## config.mk

```make
export PLATFORM = sky130hd
export DESIGN_NAME = slm_sample_mapper
export DESIGN_NICKNAME = d
export VERILOG_FILES = /design/src/rtl/slm_lane_reg.v /design/src/rtl/slm_sample_mapper.v
export VERILOG_INCLUDE_DIRS = /design/src /design/src/rtl
export SDC_FILE = /design/constraint.sdc
export NUM_CORES = 1
export LEC_CHECK = 0
export BUFFER_PORTS_ARGS = -buffer_cell sky130_fd_sc_hd__buf_4
export CORE_AREA = 2 2 416 418
export DETAILED_ROUTE_END_ITERATION = 6
export DIE_AREA = 0 0 418 420
export SETUP_SLACK_MARGIN = 0.05
export SYNTH_ARGS = -nofsm -noshare
export SYNTH_HDL_FRONTEND = slang
export SYNTH_SLANG_ARGS = --single-unit
export TNS_END_PERCENT = 100
```

## constraint.sdc

```tcl
create_clock -name sys_clk -period 19.7 [get_ports sys_clk]
set_clock_uncertainty 0.15 [all_clocks]
set_input_delay 3.94 -clock sys_clk [delete_from_list [all_inputs] [get_ports sys_clk]]
set_output_delay 3.94 -clock sys_clk [all_outputs]
set_load 0.02 [all_outputs]
```

## src/rtl/slm_defines.vh

```
`ifndef SLM_DEFINES_VH
`define SLM_DEFINES_VH

// link mode codes handled by the mapper
`define SLM_MODE_W        4
`define SLM_MODE0         4'h0
`define SLM_MODE1         4'h1
`define SLM_MODE2         4'h2
`define SLM_MODE3         4'h3

// sample and frame geometry
`define SLM_RES           9
`define SLM_SPC           10
`define SLM_CH_W          90
`define SLM_FRAME_W       80
`define SLM_MAX_LANES     8
`define SLM_LID_W         3

// slot geometry inside a lane frame
`define SLM_SLOT12        12
`define SLM_SLOT10        10
`define SLM_PAD3          3'h0
`define SLM_PAD1          1'h0
`define SLM_ZERO_OCTET    8'h00

// octets per lane frame for each mode
`define SLM_OCT_W         4
`define SLM_OCT_MODE0     4'h8
`define SLM_OCT_MODE1     4'h2
`define SLM_OCT_MODE2     4'h1
`define SLM_OCT_MODE3     4'h5

// reset values
`define SLM_MODE_RST      4'h0
`define SLM_FRAME_RST     80'h0

`endif

```

## src/rtl/slm_lane_reg.v

```verilog
`timescale 1ns/1ps
`include "slm_defines.vh"

// one lane's frame holder: loads a whole frame at once, clears when powered down
module slm_lane_reg #(
    parameter W = `SLM_FRAME_W
) (
    input  wire         sys_clk,
    input  wire         rst,
    input  wire         load,      // frame strobe shared by all lanes
    input  wire         lane_on,   // lane used by the current mode
    input  wire [W-1:0] next_frame,
    output reg  [W-1:0] frame,     // bit W-1 leaves the lane first
    output reg          powered    // high while the lane is in use
);

    // frame register; a powered-down lane idles at all zero
    always @(posedge sys_clk or posedge rst) begin
        if (rst) begin
            frame   <= {W{1'b0}};
            powered <= 1'b0;
        end else begin
            powered <= lane_on;
            if (!lane_on) begin
                frame <= {W{1'b0}};
            end else if (load) begin
                frame <= next_frame;
            end
        end
    end

endmodule // slm_lane_reg

```

## src/rtl/slm_sample_mapper.v

```verilog
`timescale 1ns/1ps
`include "slm_defines.vh"

// Behaviour
// RULE1: eight lanes multi-channel, four lanes single-channel
// RULE2: lowest lanes used, higher lanes powered down
// RULE3: lane id equals index, carries device id
// RULE4: all tail bits driven zero
// RULE5: samples placed most significant bit first
// RULE6: container bits beyond resolution are zero
// RULE7: no programmable multiframe length in 64B/66B
// RULE8: equal M and L sends samples time-ordered
// RULE9: mode 0 five 12-bit slots, tail nibble
// RULE10: mode 0 lane pairs carry channels A-D
// RULE11: mode 1 splits samples across lane octets
// RULE12: mode 1 single variant sends zero octet
// RULE13: mode 2 one 8-bit sample per lane
// RULE14: mode 3 four 10-bit slots per lane
// RULE15: all active lanes start frames together
// RULE16: layout chosen only from mode while inactive
module slm_sample_mapper #(
    parameter NUM_CH = 4,   // converter channels of this variant: 1, 2 or 4
    parameter DID_W  = 8    // width of the device identifier
) (
    input  wire                                 sys_clk,
    input  wire                                 rst,
    input  wire                                 link_active,
    input  wire [`SLM_MODE_W-1:0]               link_mode_select,
    input  wire [DID_W-1:0]                     device_identifier,
    input  wire                                 sample_valid,
    input  wire [`SLM_CH_W-1:0]                 samp_a,
    input  wire [`SLM_CH_W-1:0]                 samp_b,
    input  wire [`SLM_CH_W-1:0]                 samp_c,
    input  wire [`SLM_CH_W-1:0]                 samp_d,
    output wire [`SLM_MAX_LANES*`SLM_FRAME_W-1:0] lane_frames,
    output wire [`SLM_MAX_LANES-1:0]            lane_power_down,
    output wire [`SLM_MAX_LANES*`SLM_LID_W-1:0] lane_identifier,
    output reg  [DID_W-1:0]                     lane_device_id,
    output reg                                  frame_valid,
    output reg  [`SLM_OCT_W-1:0]                frame_octets,
    output reg                                  mode_supported
);

    // physical lanes of this variant
    localparam NUM_LANES = (NUM_CH == 1) ? 4 : 8; // see RULE1

    wire [4*`SLM_CH_W-1:0] all_s;                 // every channel's samples, A lowest
    reg  [`SLM_MODE_W-1:0] mode;                  // mode held while the link runs
    wire                   single;                // one-channel variant
    wire [3:0]             used;                  // lanes used by the held mode
    wire                   load;                  // frame strobe to every lane
    wire [`SLM_MAX_LANES-1:0] powered;            // lane holder status

    assign all_s  = {samp_d, samp_c, samp_b, samp_a};
    assign single = (NUM_CH == 1);

    // sample k of channel ch, 9 bits
    function [`SLM_RES-1:0] smp;
        input [4*`SLM_CH_W-1:0] s;
        input integer           ch;
        input integer           k;
        begin
            smp = s[ch*`SLM_CH_W + k*`SLM_RES +: `SLM_RES];
        end
    endfunction

    // lanes needed per mode and variant; unknown modes use none
    function [3:0] lanes_used;
        input [`SLM_MODE_W-1:0] m;
        input integer           nch;
        begin
            case (m)
                `SLM_MODE0: lanes_used = (nch == 1) ? 4'h2 : ((nch == 2) ? 4'h4 : 4'h8);
                `SLM_MODE1: lanes_used = (nch == 1) ? 4'h2 : ((nch == 2) ? 4'h3 : 4'h6);
                `SLM_MODE2: lanes_used = (nch == 1) ? 4'h1 : ((nch == 2) ? 4'h2 : 4'h4);
                `SLM_MODE3: lanes_used = (nch == 1) ? 4'h1 : ((nch == 2) ? 4'h2 : 4'h4);
                default:    lanes_used = 4'h0;
            endcase
        end
    endfunction

    // builds one lane's frame; unfilled bits stay zero and form the tail
    function [`SLM_FRAME_W-1:0] lane_frame;
        input [`SLM_MODE_W-1:0]  m;
        input integer            l;
        input                    one_ch;
        input [4*`SLM_CH_W-1:0]  s;
        integer                  k;
        integer                  ca;
        integer                  cb;
        reg   [`SLM_RES-1:0]     x0;
        reg   [`SLM_RES-1:0]     x1;
        reg   [7:0]              oct;
        begin
            lane_frame = `SLM_FRAME_RST; // see RULE4
            ca  = (l / 3) * 2;
            cb  = ca + 1;
            x0  = {`SLM_RES{1'b0}};
            x1  = {`SLM_RES{1'b0}};
            oct = `SLM_ZERO_OCTET;
            case (m)
                `SLM_MODE0: begin
                    // even samples on even lane, odd on odd lane of a pair
                    for (k = 0; k < 5; k = k + 1) begin // see RULE9
                        lane_frame[`SLM_FRAME_W-1-k*`SLM_SLOT12 -: `SLM_SLOT12] = // see RULE10
                            {smp(s, l / 2, 2*k + (l % 2)), `SLM_PAD3}; // see RULE8 see RULE6
                    end
                end
                `SLM_MODE1: begin
                    case (l % 3)
                        0: begin
                            x0 = smp(s, ca, 0);
                            x1 = smp(s, ca, 1);
                            lane_frame[`SLM_FRAME_W-1 -: 16] =
                                {x0, `SLM_PAD3, x1[8:5]}; // see RULE11
                        end
                        1: begin
                            x1  = smp(s, ca, 1);
                            x0  = smp(s, cb, 0);
                            oct = one_ch ? `SLM_ZERO_OCTET : x0[8:1]; // see RULE12
                            lane_frame[`SLM_FRAME_W-1 -: 16] =
                                {x1[4:0], `SLM_PAD3, oct}; // see RULE11
                        end
                        default: begin
                            x0 = smp(s, cb, 0);
                            x1 = smp(s, cb, 1);
                            lane_frame[`SLM_FRAME_W-1 -: 16] =
                                {x0[0], `SLM_PAD3, x1, `SLM_PAD3}; // see RULE11
                        end
                    endcase
                end
                `SLM_MODE2: begin
                    // 8-bit resolution keeps the upper sample bits
                    x0 = smp(s, l, 0);
                    lane_frame[`SLM_FRAME_W-1 -: 8] = x0[8:1]; // see RULE13
                end
                `SLM_MODE3: begin
                    for (k = 0; k < 4; k = k + 1) begin
                        lane_frame[`SLM_FRAME_W-1-k*`SLM_SLOT10 -: `SLM_SLOT10] =
                            {smp(s, l, k), `SLM_PAD1}; // see RULE14 see RULE6
                    end
                end
                default: begin
                    lane_frame = `SLM_FRAME_RST;
                end
            endcase
        end
    endfunction

    // mode and identifier are only taken while the link is down, so a running
    // link never sees its layout change mid-frame
    always @(posedge sys_clk or posedge rst) begin
        if (rst) begin
            mode           <= `SLM_MODE_RST;
            lane_device_id <= {DID_W{1'b0}};
        end else if (!link_active) begin
            mode           <= link_mode_select; // see RULE16
            lane_device_id <= device_identifier; // see RULE3
        end
    end

    // frame octet count and support flag; 64B/66B modes are not mapped and
    // take no multiframe length from outside
    always @(posedge sys_clk or posedge rst) begin
        if (rst) begin
            frame_octets   <= `SLM_OCT_MODE0;
            mode_supported <= 1'b1;
        end else begin
            mode_supported <= (used != 4'h0); // see RULE7
            case (mode)
                `SLM_MODE0: frame_octets <= `SLM_OCT_MODE0;
                `SLM_MODE1: frame_octets <= `SLM_OCT_MODE1;
                `SLM_MODE2: frame_octets <= `SLM_OCT_MODE2;
                `SLM_MODE3: frame_octets <= `SLM_OCT_MODE3;
                default:    frame_octets <= {`SLM_OCT_W{1'b0}};
            endcase
        end
    end

    assign used = lanes_used(mode, NUM_CH);
    // one strobe loads every used lane in the same cycle
    assign load = sample_valid & link_active & (used != 4'h0); // see RULE15

    // frame valid pulse follows the load by one cycle, with the frames
    always @(posedge sys_clk or posedge rst) begin
        if (rst) begin
            frame_valid <= 1'b0;
        end else begin
            frame_valid <= load;
        end
    end

    // one frame holder per lane of the widest variant; absent lanes of the small variant
    // are tied down so the port list is the same for every variant
    genvar g;
    generate
        for (g = 0; g < `SLM_MAX_LANES; g = g + 1) begin : g_lane
            // the index as a plain constant, so that its low bits can be taken
            localparam integer LANE_IDX = g;
            wire lane_on;
            assign lane_on = (g < NUM_LANES) && (g < used); // see RULE2 see RULE1
            slm_lane_reg #(
                .W (`SLM_FRAME_W)
            ) u_lane (
                .sys_clk    (sys_clk),
                .rst        (rst),
                .load       (load),
                .lane_on    (lane_on),
                .next_frame (lane_frame(mode, g, single, all_s)), // see RULE5
                .frame      (lane_frames[g*`SLM_FRAME_W +: `SLM_FRAME_W]),
                .powered    (powered[g])
            );
            assign lane_power_down[g] = ~powered[g]; // see RULE2
            assign lane_identifier[g*`SLM_LID_W +: `SLM_LID_W] = LANE_IDX[`SLM_LID_W-1:0]; // see RULE3
        end
    endgenerate

endmodule // slm_sample_mapper

```

# Word-level counts from Yosys, hierarchy flattened
# Index checks and enable logic that the tools add are counted.
[totals]
output_inout_bits = 686
n_memories = 0
mem_bits_ro = 0
input_bits = 376
regBits = 666
latch_bits = 0
ramBits = 0
[classes]
eq_ne = 11
n_div = 0
add_sub_neg = 0
mul = 0
order_cmp = 8
shift = 0
n_reduce_logical = 5
muxes = 50
n_bitwise = 10
[ops]
columns = ["operator", "count"]
rows = [
  ["80-bit two-way mux", 16],
  ["24-bit one-hot mux with 2 select lines", 8],
  ["8-bit one-hot mux with 3 select lines", 14],
  ["20-bit two-way mux", 8],
  ["3-bit by 4-bit < comparator with 1-bit output (first input constant)", 4],
  ["2-bit inequality test (second input constant)", 8],
  ["4-bit one-hot mux with 4 select lines", 1],
  ["8-bit one-hot mux with 2 select lines", 1],
  ["4-bit one-hot mux with 3 select lines", 1],
  ["4-bit by 2-bit equality test with 1-bit output (second input constant)", 2],
  ["1-bit by 4-bit < comparator with 1-bit output (first input constant)", 2],
  ["2-bit by 4-bit < comparator with 1-bit output (first input constant)", 2],
  ["8-bit two-way mux", 1],
  ["1-bit NOT", 8],
  ["4-bit by 1-bit equality test with 1-bit output (second input constant)", 1],
  ["4-bit zero test", 1],
  ["4-bit nonzero test", 1],
  ["4-bit OR reduction", 1],
  ["3-bit OR reduction", 1],
  ["1-bit AND", 2],
  ["2-bit OR reduction", 1],
]

# Depth between registers and ports, before layout
# Gate-level depths: netlist (run 1).
[logic_depth]
ltp_word = 7
ltp_mapped = 7

# Modules after synthesis
# Synthesis (run 1) repeated with hierarchy kept, for this count alone.
[hier_totals]
hier_cells = 2681
hier_area_um2 = 32507.4
[by_module_without_submodules]
columns = ["mod", "n_inst", "cells_per_inst", "area_per_inst_um2"]
rows = [
  ["slm_lane_reg", 8, 259, 3493.4],
  ["slm_sample_mapper", 1, 609, 4560.6],
]

# Worst setup path before layout (run 1)
# Ideal clock, no wire load.
[synth_path]
path_type = "input -> register"
from = "in sample_valid"
to = "reg g_lane[0].u_lane.frame[23]"
setup_time_ns = 0.066
t_required_ns = 19.484
stages = 7
setup_slack_ns = 14.250
path_buffers = 4
arrival_time_ns = 5.234
path_cell_list = "or3b_1 -> clkbuf_1 -> nor4b_2 -> buf_4 -> buf_6 -> buf_2 -> a22o_1"
[synth_between]
elab_chain_len = 3
[synth_lines]
columns = ["item", "line_no", "text"]
rows = [
  ["from (decl)", "slm_sample_mapper.v:30", "input wire sample_valid,"],
  ["1-bit AND (2 in series)", "slm_sample_mapper.v:182", "assign load = sample_valid & link_active & (used != 4'h0);"],
  ["2-bit inequality test (no source line)", "-", ""],
  ["to (signal assigned)", "slm_lane_reg.v:20", "frame <= {W{1'b0}};"],
  ["to (signal assigned)", "slm_lane_reg.v:25", "frame <= {W{1'b0}};"],
  ["to (signal assigned)", "slm_lane_reg.v:27", "frame <= next_frame;"],
  ["to (decl)", "slm_lane_reg.v:13", "output reg [W-1:0] frame,"],
]
# Every way passes these cells.
# A chain may end at the register's enable or synchronous reset.

# Worst setup path in the final report (run 1)
[layout_path]
from = "in link_active"
to = "reg g_lane[3].u_lane.frame[62]"
[layout_between]
elab_chain_len = 3
[layout_lines]
columns = ["item", "line_no", "text"]
rows = [
  ["from (decl)", "slm_sample_mapper.v:27", "input wire link_active,"],
  ["1-bit AND (2 in series)", "slm_sample_mapper.v:182", ""],
  ["2-bit inequality test (no source line)", "-", ""],
  ["to (signal assigned)", "slm_lane_reg.v:20", ""],
  ["to (signal assigned)", "slm_lane_reg.v:25", ""],
  ["to (signal assigned)", "slm_lane_reg.v:27", ""],
  ["to (decl)", "slm_lane_reg.v:13", ""],
]
# Every way passes these cells.

==> metrics, run 1 <==
status completed; synthesized instance count 1486; Tot Pwr 2.27 mW; initial core utilization 0.108; die area 176000 um2; Final min period 7490 ps; row cnt 152; crit share post-route 0.380; die width 418 um; pwr/cell area 81.8 nW/um2; FF-to-FF Start mode[2]; worst skew pair latency 640 ps; critical path endpoint category flip-flop; Lkg Pwr 13.7 nW; share of cells above drive strength 1 0.409; hold endpoint g_lane[4].u_lane.frame[67]; worst slew pin tran 1100 ps; Layout area overhead 49.6%; vias per inst 3.42; hold_ws 328 ps; Max clock buf depth 3; FF-to-FF setup slack 15170 ps; Placed Area 25900 um2; initial drt markers 1164; GPL Wtd Cong 0.821; Root Driver clkbuf_16; gr ovfl total 0; RSZ-0062 raised after global routing false; critical path, cell by cell buf_4 > a211oi_4 > buf_4 > buf_4 > buf_4 > and2_1 > a221o_1; Layout Cells excl Fill 4522; total global-route track usage 0.130; Final WS setup 12210 ps; crit-path max FO 88; area fraction of the dominant cell type after synthesis 0.566; htree depth 2; register area share after synthesis 0.569; WL per Instance 26.6 um; Util after Layout 0.162; most used cell, CP buf_4; post-synthesis cell type count 38; CTS resizes 0; cts bufs inserted 53; Hold Path Stages 2; Inst Count DP 4415; hold crit path type flip-flop to flip-flop; Setup-failing EPs final 0; Cell Area, Synth 18500 um2; final WL 120 mm; Reg-to-Reg End g_lane[3].u_lane.frame[62]; Syn Area/Cell 12.5 um2; largest area contributor in the netlist dfrtp_1; top post-synthesis cells by area dfrtp_1 57%, a22o_1 13%, buf_4 12%; Synth warnings 0; CP arrival 7940 ps; Fin. Hold Viols 0; Final ANT Viol Nets 0; f_max 134 MHz; TNS Setup 0 ps; Slew Viols, Final 0; vias in the first global route 14400; Layout Nets 2613; Worst Path Required 20150 ps; port buffer count 797; clk slew on worst S/H paths 60 ps; cts hold-fix bufs 0; antenna violations before repair 94; total I/O pin count 1062; Place WS 11610 ps; dpl hpwl 98.0 mm; crit-path max cell delay 1000 ps; Reg2Reg Depth 6; Max-Cap Viols 0; slew margin rel. 0.262; CTS tree yes; postcts setup bufs 0; Crit Path Category input pin to flip-flop; vias 15500; Worst setup SP type input pin; Die H 420 um; worst hold start g_lane[4].u_lane.frame[67]; peak supply drop 60.9 uV; first-pass GRT wire length 150 mm; core region area 171000 um2; Post-Layout Inst Area 27700 um2; first-pass detailed-route iteration total 5; largest net degree at the start of global routing 156; clk sinks 421; Critical-path top delay cell a211oi_4; synthesized flop and latch total 421; final routed DRC violation total 0
## worst max-delay path by stage
stage | start | to
after CTS | link_active | g_lane[1].u_lane.frame[47]
after global placement | rst | g_lane[7].u_lane.frame[64]
final | link_active | g_lane[3].u_lane.frame[62]
after global routing | rst | g_lane[0].u_lane.frame[62]
after detailed placement | link_active | g_lane[3].u_lane.frame[62]
after floorplan | rst | frame_octets[0]
## cell type report
class | count | area, um2
well taps | 2233 | 2790
multi-input cells | 931 | 6310
inverters | 8 | 37.5
flip-flops and latches | 421 | 10500
fillers | 19000 | 143000
clock inverters | 28 | 352
repair buffers | 822 | 6180
clock buffers | 70 | 1470
diodes | 9 | 22.5
## registers in the layout (all words and copies together), names as in the netlist
name,flops
frame_octets,4
frame_valid,1
g_lane.u_lane.frame,400
g_lane.u_lane.powered,3
lane_device_id,8
mode,4
mode_supported,1
## per-layer routing
| metal | up-vias | track usage | share of wire |
|---|---|---|---|
| met5 | - | 0 | 0.0068 |
| met4 | 126 | 0.0330 | 0.027 |
| met3 | 243 | 0.0659 | 0.11 |
| met2 | 800 | 0.227 | 0.51 |
| met1 | 7845 | 0.137 | 0.35 |
| li1 | 6448 | - | - |
## worst max-delay path: cells and delay by family
kind            cells  cell delay [ps]
buf+inv             4             2450
simple gates        1              250
compound gates      2             1120
## cell families after synthesis
kind of cell / synth area share
AO/OA/AOI/OAI: 0.204
buffers and inverters: 0.146
flip-flops: 0.569
multiplexers: 0.0261
other: 0.000405
AND/OR/NAND/NOR: 0.0546
## power breakdown
part	switching [mW]	total, mW	internal (mW)
clock network	0.446	1.06	0.609
registers	0.0172	0.902	0.885
logic	0.209	0.311	0.102
total	0.672	2.27	1.60
## Yosys cell counts
cell / count
o31ai_1: 1
mux2_2: 10
nand4b_1: 18
a221o_1: 84
nor4b_2: 2
a21boi_0: 1
clkbuf_1: 51
a211oi_1: 1
mux2i_1: 37
buf_1: 9
buf_4: 292
nor4_1: 2
inv_2: 1
nor3_1: 3
dfstp_2: 2
and2_1: 67
inv_1: 7
nand2_1: 56
and3_1: 2
dfrtp_1: 419
a21oi_1: 19
o21ai_0: 33
a2111oi_2: 1
a22oi_1: 3
nor3_4: 1
a21o_1: 14
buf_2: 22
nand2b_1: 1
o21ai_1: 1
nor3b_1: 1
nor2_1: 4
conb_1: 2
a22o_1: 270
or3b_1: 1
clkbuf_2: 1
nand3_1: 20
a32o_1: 14
buf_6: 13
## placed cells by master, fill, tap and decap left out, types with 3 or more instances in the layout
cell / synthesis / layout
a21o_1: 14 / 14
and2_1: 67 / 67
mux2i_1: 37 / 37
mux2_2: 10 / 10
clkinvlp_4: 0 / 3
nand4b_1: 18 / 18
a22oi_1: 3 / 3
buf_4: 292 / 821
a22o_1: 270 / 270
nand2_1: 56 / 56
bufinv_16: 0 / 6
a221o_1: 84 / 84
nor2_1: 4 / 4
a21oi_1: 19 / 19
conb_1: 2 / 264
clkbuf_1: 51 / 10
nand3_1: 20 / 20
clkinv_2: 0 / 8
inv_8: 0 / 3
a32o_1: 14 / 14
diode_2: 0 / 9
inv_1: 7 / 5
dfrtp_1: 419 / 417
inv_6: 0 / 6
o21ai_0: 33 / 33
clkbuf_8: 0 / 6
clkbuf_16: 0 / 54
nor3_1: 3 / 3
Power figures use the tool's default switching activity.
==> inputs of run 2 (changes only) <==
- clock period: 19.7 -> 7.6 ns (I/O delays scaled with it)
==> metrics, run 2 (same netlist as run 1, synthesis figures left out) <==
largest net degree at the start of global routing 166; number of buffer and inverter stages on the critical path 3; Worst Path Required 8050 ps; peak supply drop 187 uV; Final ANT Viol Nets 0; Util after Layout 0.164; clk slew on worst S/H paths 60 ps; most frequent cells in the layout 818 x buf_4, 417 x dfrtp_1, 270 x a22o_1; Internal Power 4.29 mW; crit-path max FO 165; Max-Cap Viols 0; hold crit path type flip-flop to flip-flop; most used cell, CP buf_4; cts bufs inserted 57; Tot Pwr 6.07 mW; crit-path max cell delay 710 ps; Worst path top cell family by delay simple AND/OR/NAND/NOR gates; Final min period 3830 ps; critical path, cell by cell buf_4 > or3b_1 > buf_4 > nor4b_4 > buf_12 > a221o_1; dpl hpwl 96.0 mm; vias 15500; die width 418 um; crit share post-route 0.504; Post-Layout Inst Area 28000 um2; clk sinks 421; slew margin rel. 0.121; Fin. Hold Viols 0; vias per inst 3.42; most common cell after layout, fill and taps aside buf_4; worst skew pair latency 700 ps; htree depth 2; Crit Path Category input pin to flip-flop; f_max 261 MHz; first-pass detailed-route iteration total 5; Reg with most FFs g_lane.u_lane.frame; status completed; Worst setup SP type input pin; postcts setup bufs 0; die area 176000 um2; WL per Instance 26.5 um; antenna violations before repair 86; RSZ-0062 raised after global routing false; Largest register FFs 400; total I/O pin count 1062; initial core utilization 0.108; worst slew pin tran 1320 ps; Layout Nets 2618; initial drt markers 1050; switching part of the total 0.293; combinational power share 0.131; TNS Setup 0 ps; final routed DRC violation total 0; Placed Area 25900 um2; Root Driver clkbuf_16; total global-route track usage 0.130; CTS tree yes; Critical-path top delay cell nor4b_4; row cnt 152; Die H 420 um; Clk pwr share 0.483; Slew Viols, Final 0; CP arrival 4280 ps; share of cells above drive strength 1 0.412; critical path endpoint category flip-flop; Max clock buf depth 3; CTS resizes 0; gr ovfl total 0; sw power 1.78 mW; Lkg Pwr 13.8 nW; final WL 120 mm; Layout area overhead 50.9%; cts hold-fix bufs 0; port buffer count 797; Setup-failing EPs final 0; vias in the first global route 14700; GPL Wtd Cong 0.851; pwr/cell area 217 nW/um2; largest registers g_lane.u_lane.frame: 400 flops, lane_device_id: 8 flops; sequential power share 0.386; first-pass GRT wire length 151 mm; core region area 171000 um2
[run 2: cell types whose count changed in the layout (fill, tap and decap cells not counted), sizes merged]
| cell | change |
|---|---|
| inv | -4 |
| clkbuf | +10 |
| clkinv | +1 |
| clkinvlp | -1 |
| diode | -4 |
| buf | +1 |
[run 2: final timing paths]
kind / end / slack [ps] / startpoint / cells past startpoint
max: g_lane[1].u_lane.frame[42] / 3770 / sample_valid / 6
min: g_lane[5].u_lane.frame[74] / 330 / g_lane[5].u_lane.frame[74] / 2
max reg2reg: g_lane[1].u_lane.frame[42] / 3980 / mode[3] / 5
min reg2reg: g_lane[5].u_lane.frame[74] / 330 / g_lane[5].u_lane.frame[74] / 2
max in group asynchronous: g_lane[3].u_lane.frame[60] / 4600 / rst / 4
min in group asynchronous: g_lane[1].u_lane.frame[77] / 880 / rst / 2
[run 2: routing by layer]
metal | up-vias | track usage | wire length, um
li1 | 6455 | - | -
met1 | 7898 | 0.141 | 43000
met2 | 793 | 0.227 | 60500
met3 | 214 | 0.0593 | 12600
met4 | 108 | 0.0339 | 3220
met5 | - | 0 | 674
[run 2: final cells by class]
cell class,instances,area [um2]
diodes,5,12.5
inverters,8,33.8
clock buffers,80,1660
flip-flops and latches,421,10500
clock inverters,24,349
repair buffers,823,6240
multi-input cells,931,6320
well taps,2233,2790
fillers,18900,143000
[run 2: worst reg2reg max path, delay by kind of cell (launching register included)]
family	cells	cell delay [ps]
buf+inv	2	690
compound gates	1	850
simple gates	2	1200
flops	1	640
[run 2: per-stage QoR]
stage / worst slack [ps] / std cells / hold slack (ps)
after floorplan: 252 / 1748 / 338
after global placement: 3360 / 4416 / 318
after detailed placement: 3270 / 4416 / 325
after CTS: 4040 / 4520 / 337
after global routing: 3810 / 4520 / 352
final: 3770 / 4525 / 335
[run 2: power groups by stage]
| stage | registers (mW) | logic [mW] | clock network (mW) |
|---|---|---|---|
| floorplan | 2.42 | 0.438 | 0 |
| global placement | 2.38 | 0.814 | 0 |
| detailed placement | 2.38 | 0.823 | 0 |
| CTS | 2.34 | 0.823 | 3.04 |
| global route | 2.35 | 0.857 | 3.12 |
| finish | 2.34 | 0.798 | 2.93 |
==> inputs of run 3 (changes only) <==
- ABC_AREA: default -> 1
- CORE_AREA: 2 2 416 418 -> 2 2 414 416
- DIE_AREA: 0 0 418 420 -> 0 0 416 418
- clock period: 7.6 -> 3.08 ns (I/O delays scaled with it)
==> metrics, run 3 <==
core region area 169000 um2; initial drt markers 1546; ys async rst share 1.00; Largest register FFs 400; most frequent cells in the layout 1021 x nand2_1, 840 x buf_4, 419 x dfrtp_1; Worst Path Required 3550 ps; area of the multi-input gates 7090 um2; Lkg Pwr 16.5 nW; Placed Area 27300 um2; CTS tree yes; Synth warnings 0; crit share post-route 0.937; final routed DRC violation total 0; Final ANT Viol Nets 0; slew margin rel. 0.376; total global-route track usage 0.144; most common cell after layout, fill and taps aside nand2_1; Post-synth EDFFs 0; most frequent cell after synthesis nand2_1; clk slew on worst S/H paths 60 ps; Reg with most FFs g_lane.u_lane.frame; share of cells above drive strength 1 0.285; Max-Cap Viols 0; gr ovfl total 0; top post-synthesis cells by area dfrtp_1 54%, nand2_1 20%, buf_4 11%; critical path endpoint category flip-flop; Reg area 10500 um2; dpl hpwl 107 mm; Reg2Reg Depth 8; RSZ-0062 raised after global routing false; synthesized instance count 2355; Final min period 2880 ps; register area share after synthesis 0.540; Worst setup SP type flip-flop; Syn Area/Cell 8.29 um2; pwr/cell area 498 nW/um2; largest area contributor in the netlist dfrtp_1; ys flop type dfrtp_1; worst skew pair latency 670 ps; total I/O pin count 1062; Tot Pwr 15.6 mW; vias 19700; Layout Nets 3719; Root Driver clkbuf_16; worst slew pin tran 935 ps; Setup-failing EPs final 0; Util after Layout 0.186; Hold Path Stages 3; Cell Area, Synth 19500 um2; initial core utilization 0.115; clk sinks 421; cts bufs inserted 53; port buffer count 797; vias per inst 3.50; vias in the first global route 19000; top post-synthesis cells by count 1023 x nand2_1, 419 x dfrtp_1, 288 x buf_4; WL per Instance 23.1 um; Fin. Hold Viols 0; synthesized flop and latch total 421; area fraction of the dominant cell type after synthesis 0.537; Layout area overhead 60.8%; Max clock buf depth 3; htree depth 2; die area 174000 um2; CP arrival 3350 ps; die width 416 um; GPL Wtd Cong 0.885; status completed; Die H 418 um; post-synthesis cell type count 21; cts hold-fix bufs 212; hold crit path type input pin to flip-flop; largest registers g_lane.u_lane.frame: 400 flops, lane_device_id: 8 flops; CTS resizes 0; Post-Layout Inst Area 31400 um2; Crit Path Category flip-flop to flip-flop; final WL 130 mm; postcts setup bufs 0; largest net degree at the start of global routing 90; crit-path max FO 63; first-pass detailed-route iteration total 6; peak supply drop 462 uV; f_max 347 MHz; row cnt 151; first-pass GRT wire length 170 mm; number of fill cells 18900; antenna violations before repair 86; Slew Viols, Final 0
==> run 3: changes by cell type after synthesis, moves of 18 or more <==
| cell | previous run | this run |
|---|---|---|
| nand2_1 | 56 | 1023 |
| a22o_1 | 270 | 0 |
| nand3_1 | 20 | 260 |
| o21ai_0 | 33 | 128 |
| a221o_1 | 84 | 0 |
| and2_1 | 67 | 0 |
| inv_1 | 7 | 58 |
| buf_2 | 22 | 70 |
| mux2i_1 | 37 | 0 |
| nor2_1 | 4 | 24 |
| clkbuf_1 | 51 | 32 |
| nand4b_1 | 18 | 0 |
==> run 3: layer usage <==
layer	GRT usage	wire length [um]	vias to the layer above
met5	0	691	-
met2	0.248	64600	836
met4	0.0330	3120	106
li1	-	-	8863
met1	0.163	49000	9633
met3	0.0614	12700	238
==> run 3: worst max-delay path, cell delays in order, from the launching register on <==
cell,delay (ps)
dfrtp_1,420
nor2_4,300
nand2_2,310
nor2_4,210
buf_12,190
buf_12,320
nand2_1,120
nand3_1,100
dlygate4sd3_1,550
==> run 3: logic make-up (layout without fill, tap and decap cells) <==
logic type	count (synthesis)	count (layout)	share of synthesized area
AOI/OAI and AO/OA	156	156	0.0405
other	2	282	0.000385
buffers and inverters	465	1236	0.149
DFF	421	421	0.540
and+or+nand+nor	1311	1311	0.270
==> run 3: stage by stage <==
stage | setup slack [ps] | TNS (ps) | std cells | hold slack, ps
after floorplan | -3360 | -1413050 | 2617 | 290
after global placement | 439 | 0 | 5294 | 304
after detailed placement | 398 | 0 | 5294 | 305
after CTS | 190 | 0 | 5606 | 0.113
after global routing | 74.8 | 0 | 5612 | 30.8
final | 195 | 0 | 5624 | 45.4
==> run 3: final timing paths <==
kind                            start  slack (ps)                    endpoint
max in group asynchronous         rst        1350             frame_octets[3]
min in group asynchronous         rst         480  g_lane[1].u_lane.frame[46]
hold reg to reg               mode[2]         310              mode_supported
setup reg to reg              mode[3]         200  g_lane[3].u_lane.frame[49]
hold / removal             samp_c[52]          50  g_lane[5].u_lane.frame[54]
setup / recovery              mode[3]         200  g_lane[3].u_lane.frame[49]
==> run 3: layout make-up <==
type	count	share of cell area
sequential	421	0.336
timing repair buffer	1071	0.281
multi-input combinational	1731	0.226
tap	2218	0.0884
clock buffer	72	0.0484
clock inverter	28	0.0110
inverter	65	0.00821
antenna	18	0.00144
==> run 3: power breakdown <==
group	leakage (nW)	switching (mW)	internal [mW]
combinational	9.76	1.90	0.995
clock	0.909	2.87	3.97
sequential	5.78	0.144	5.76
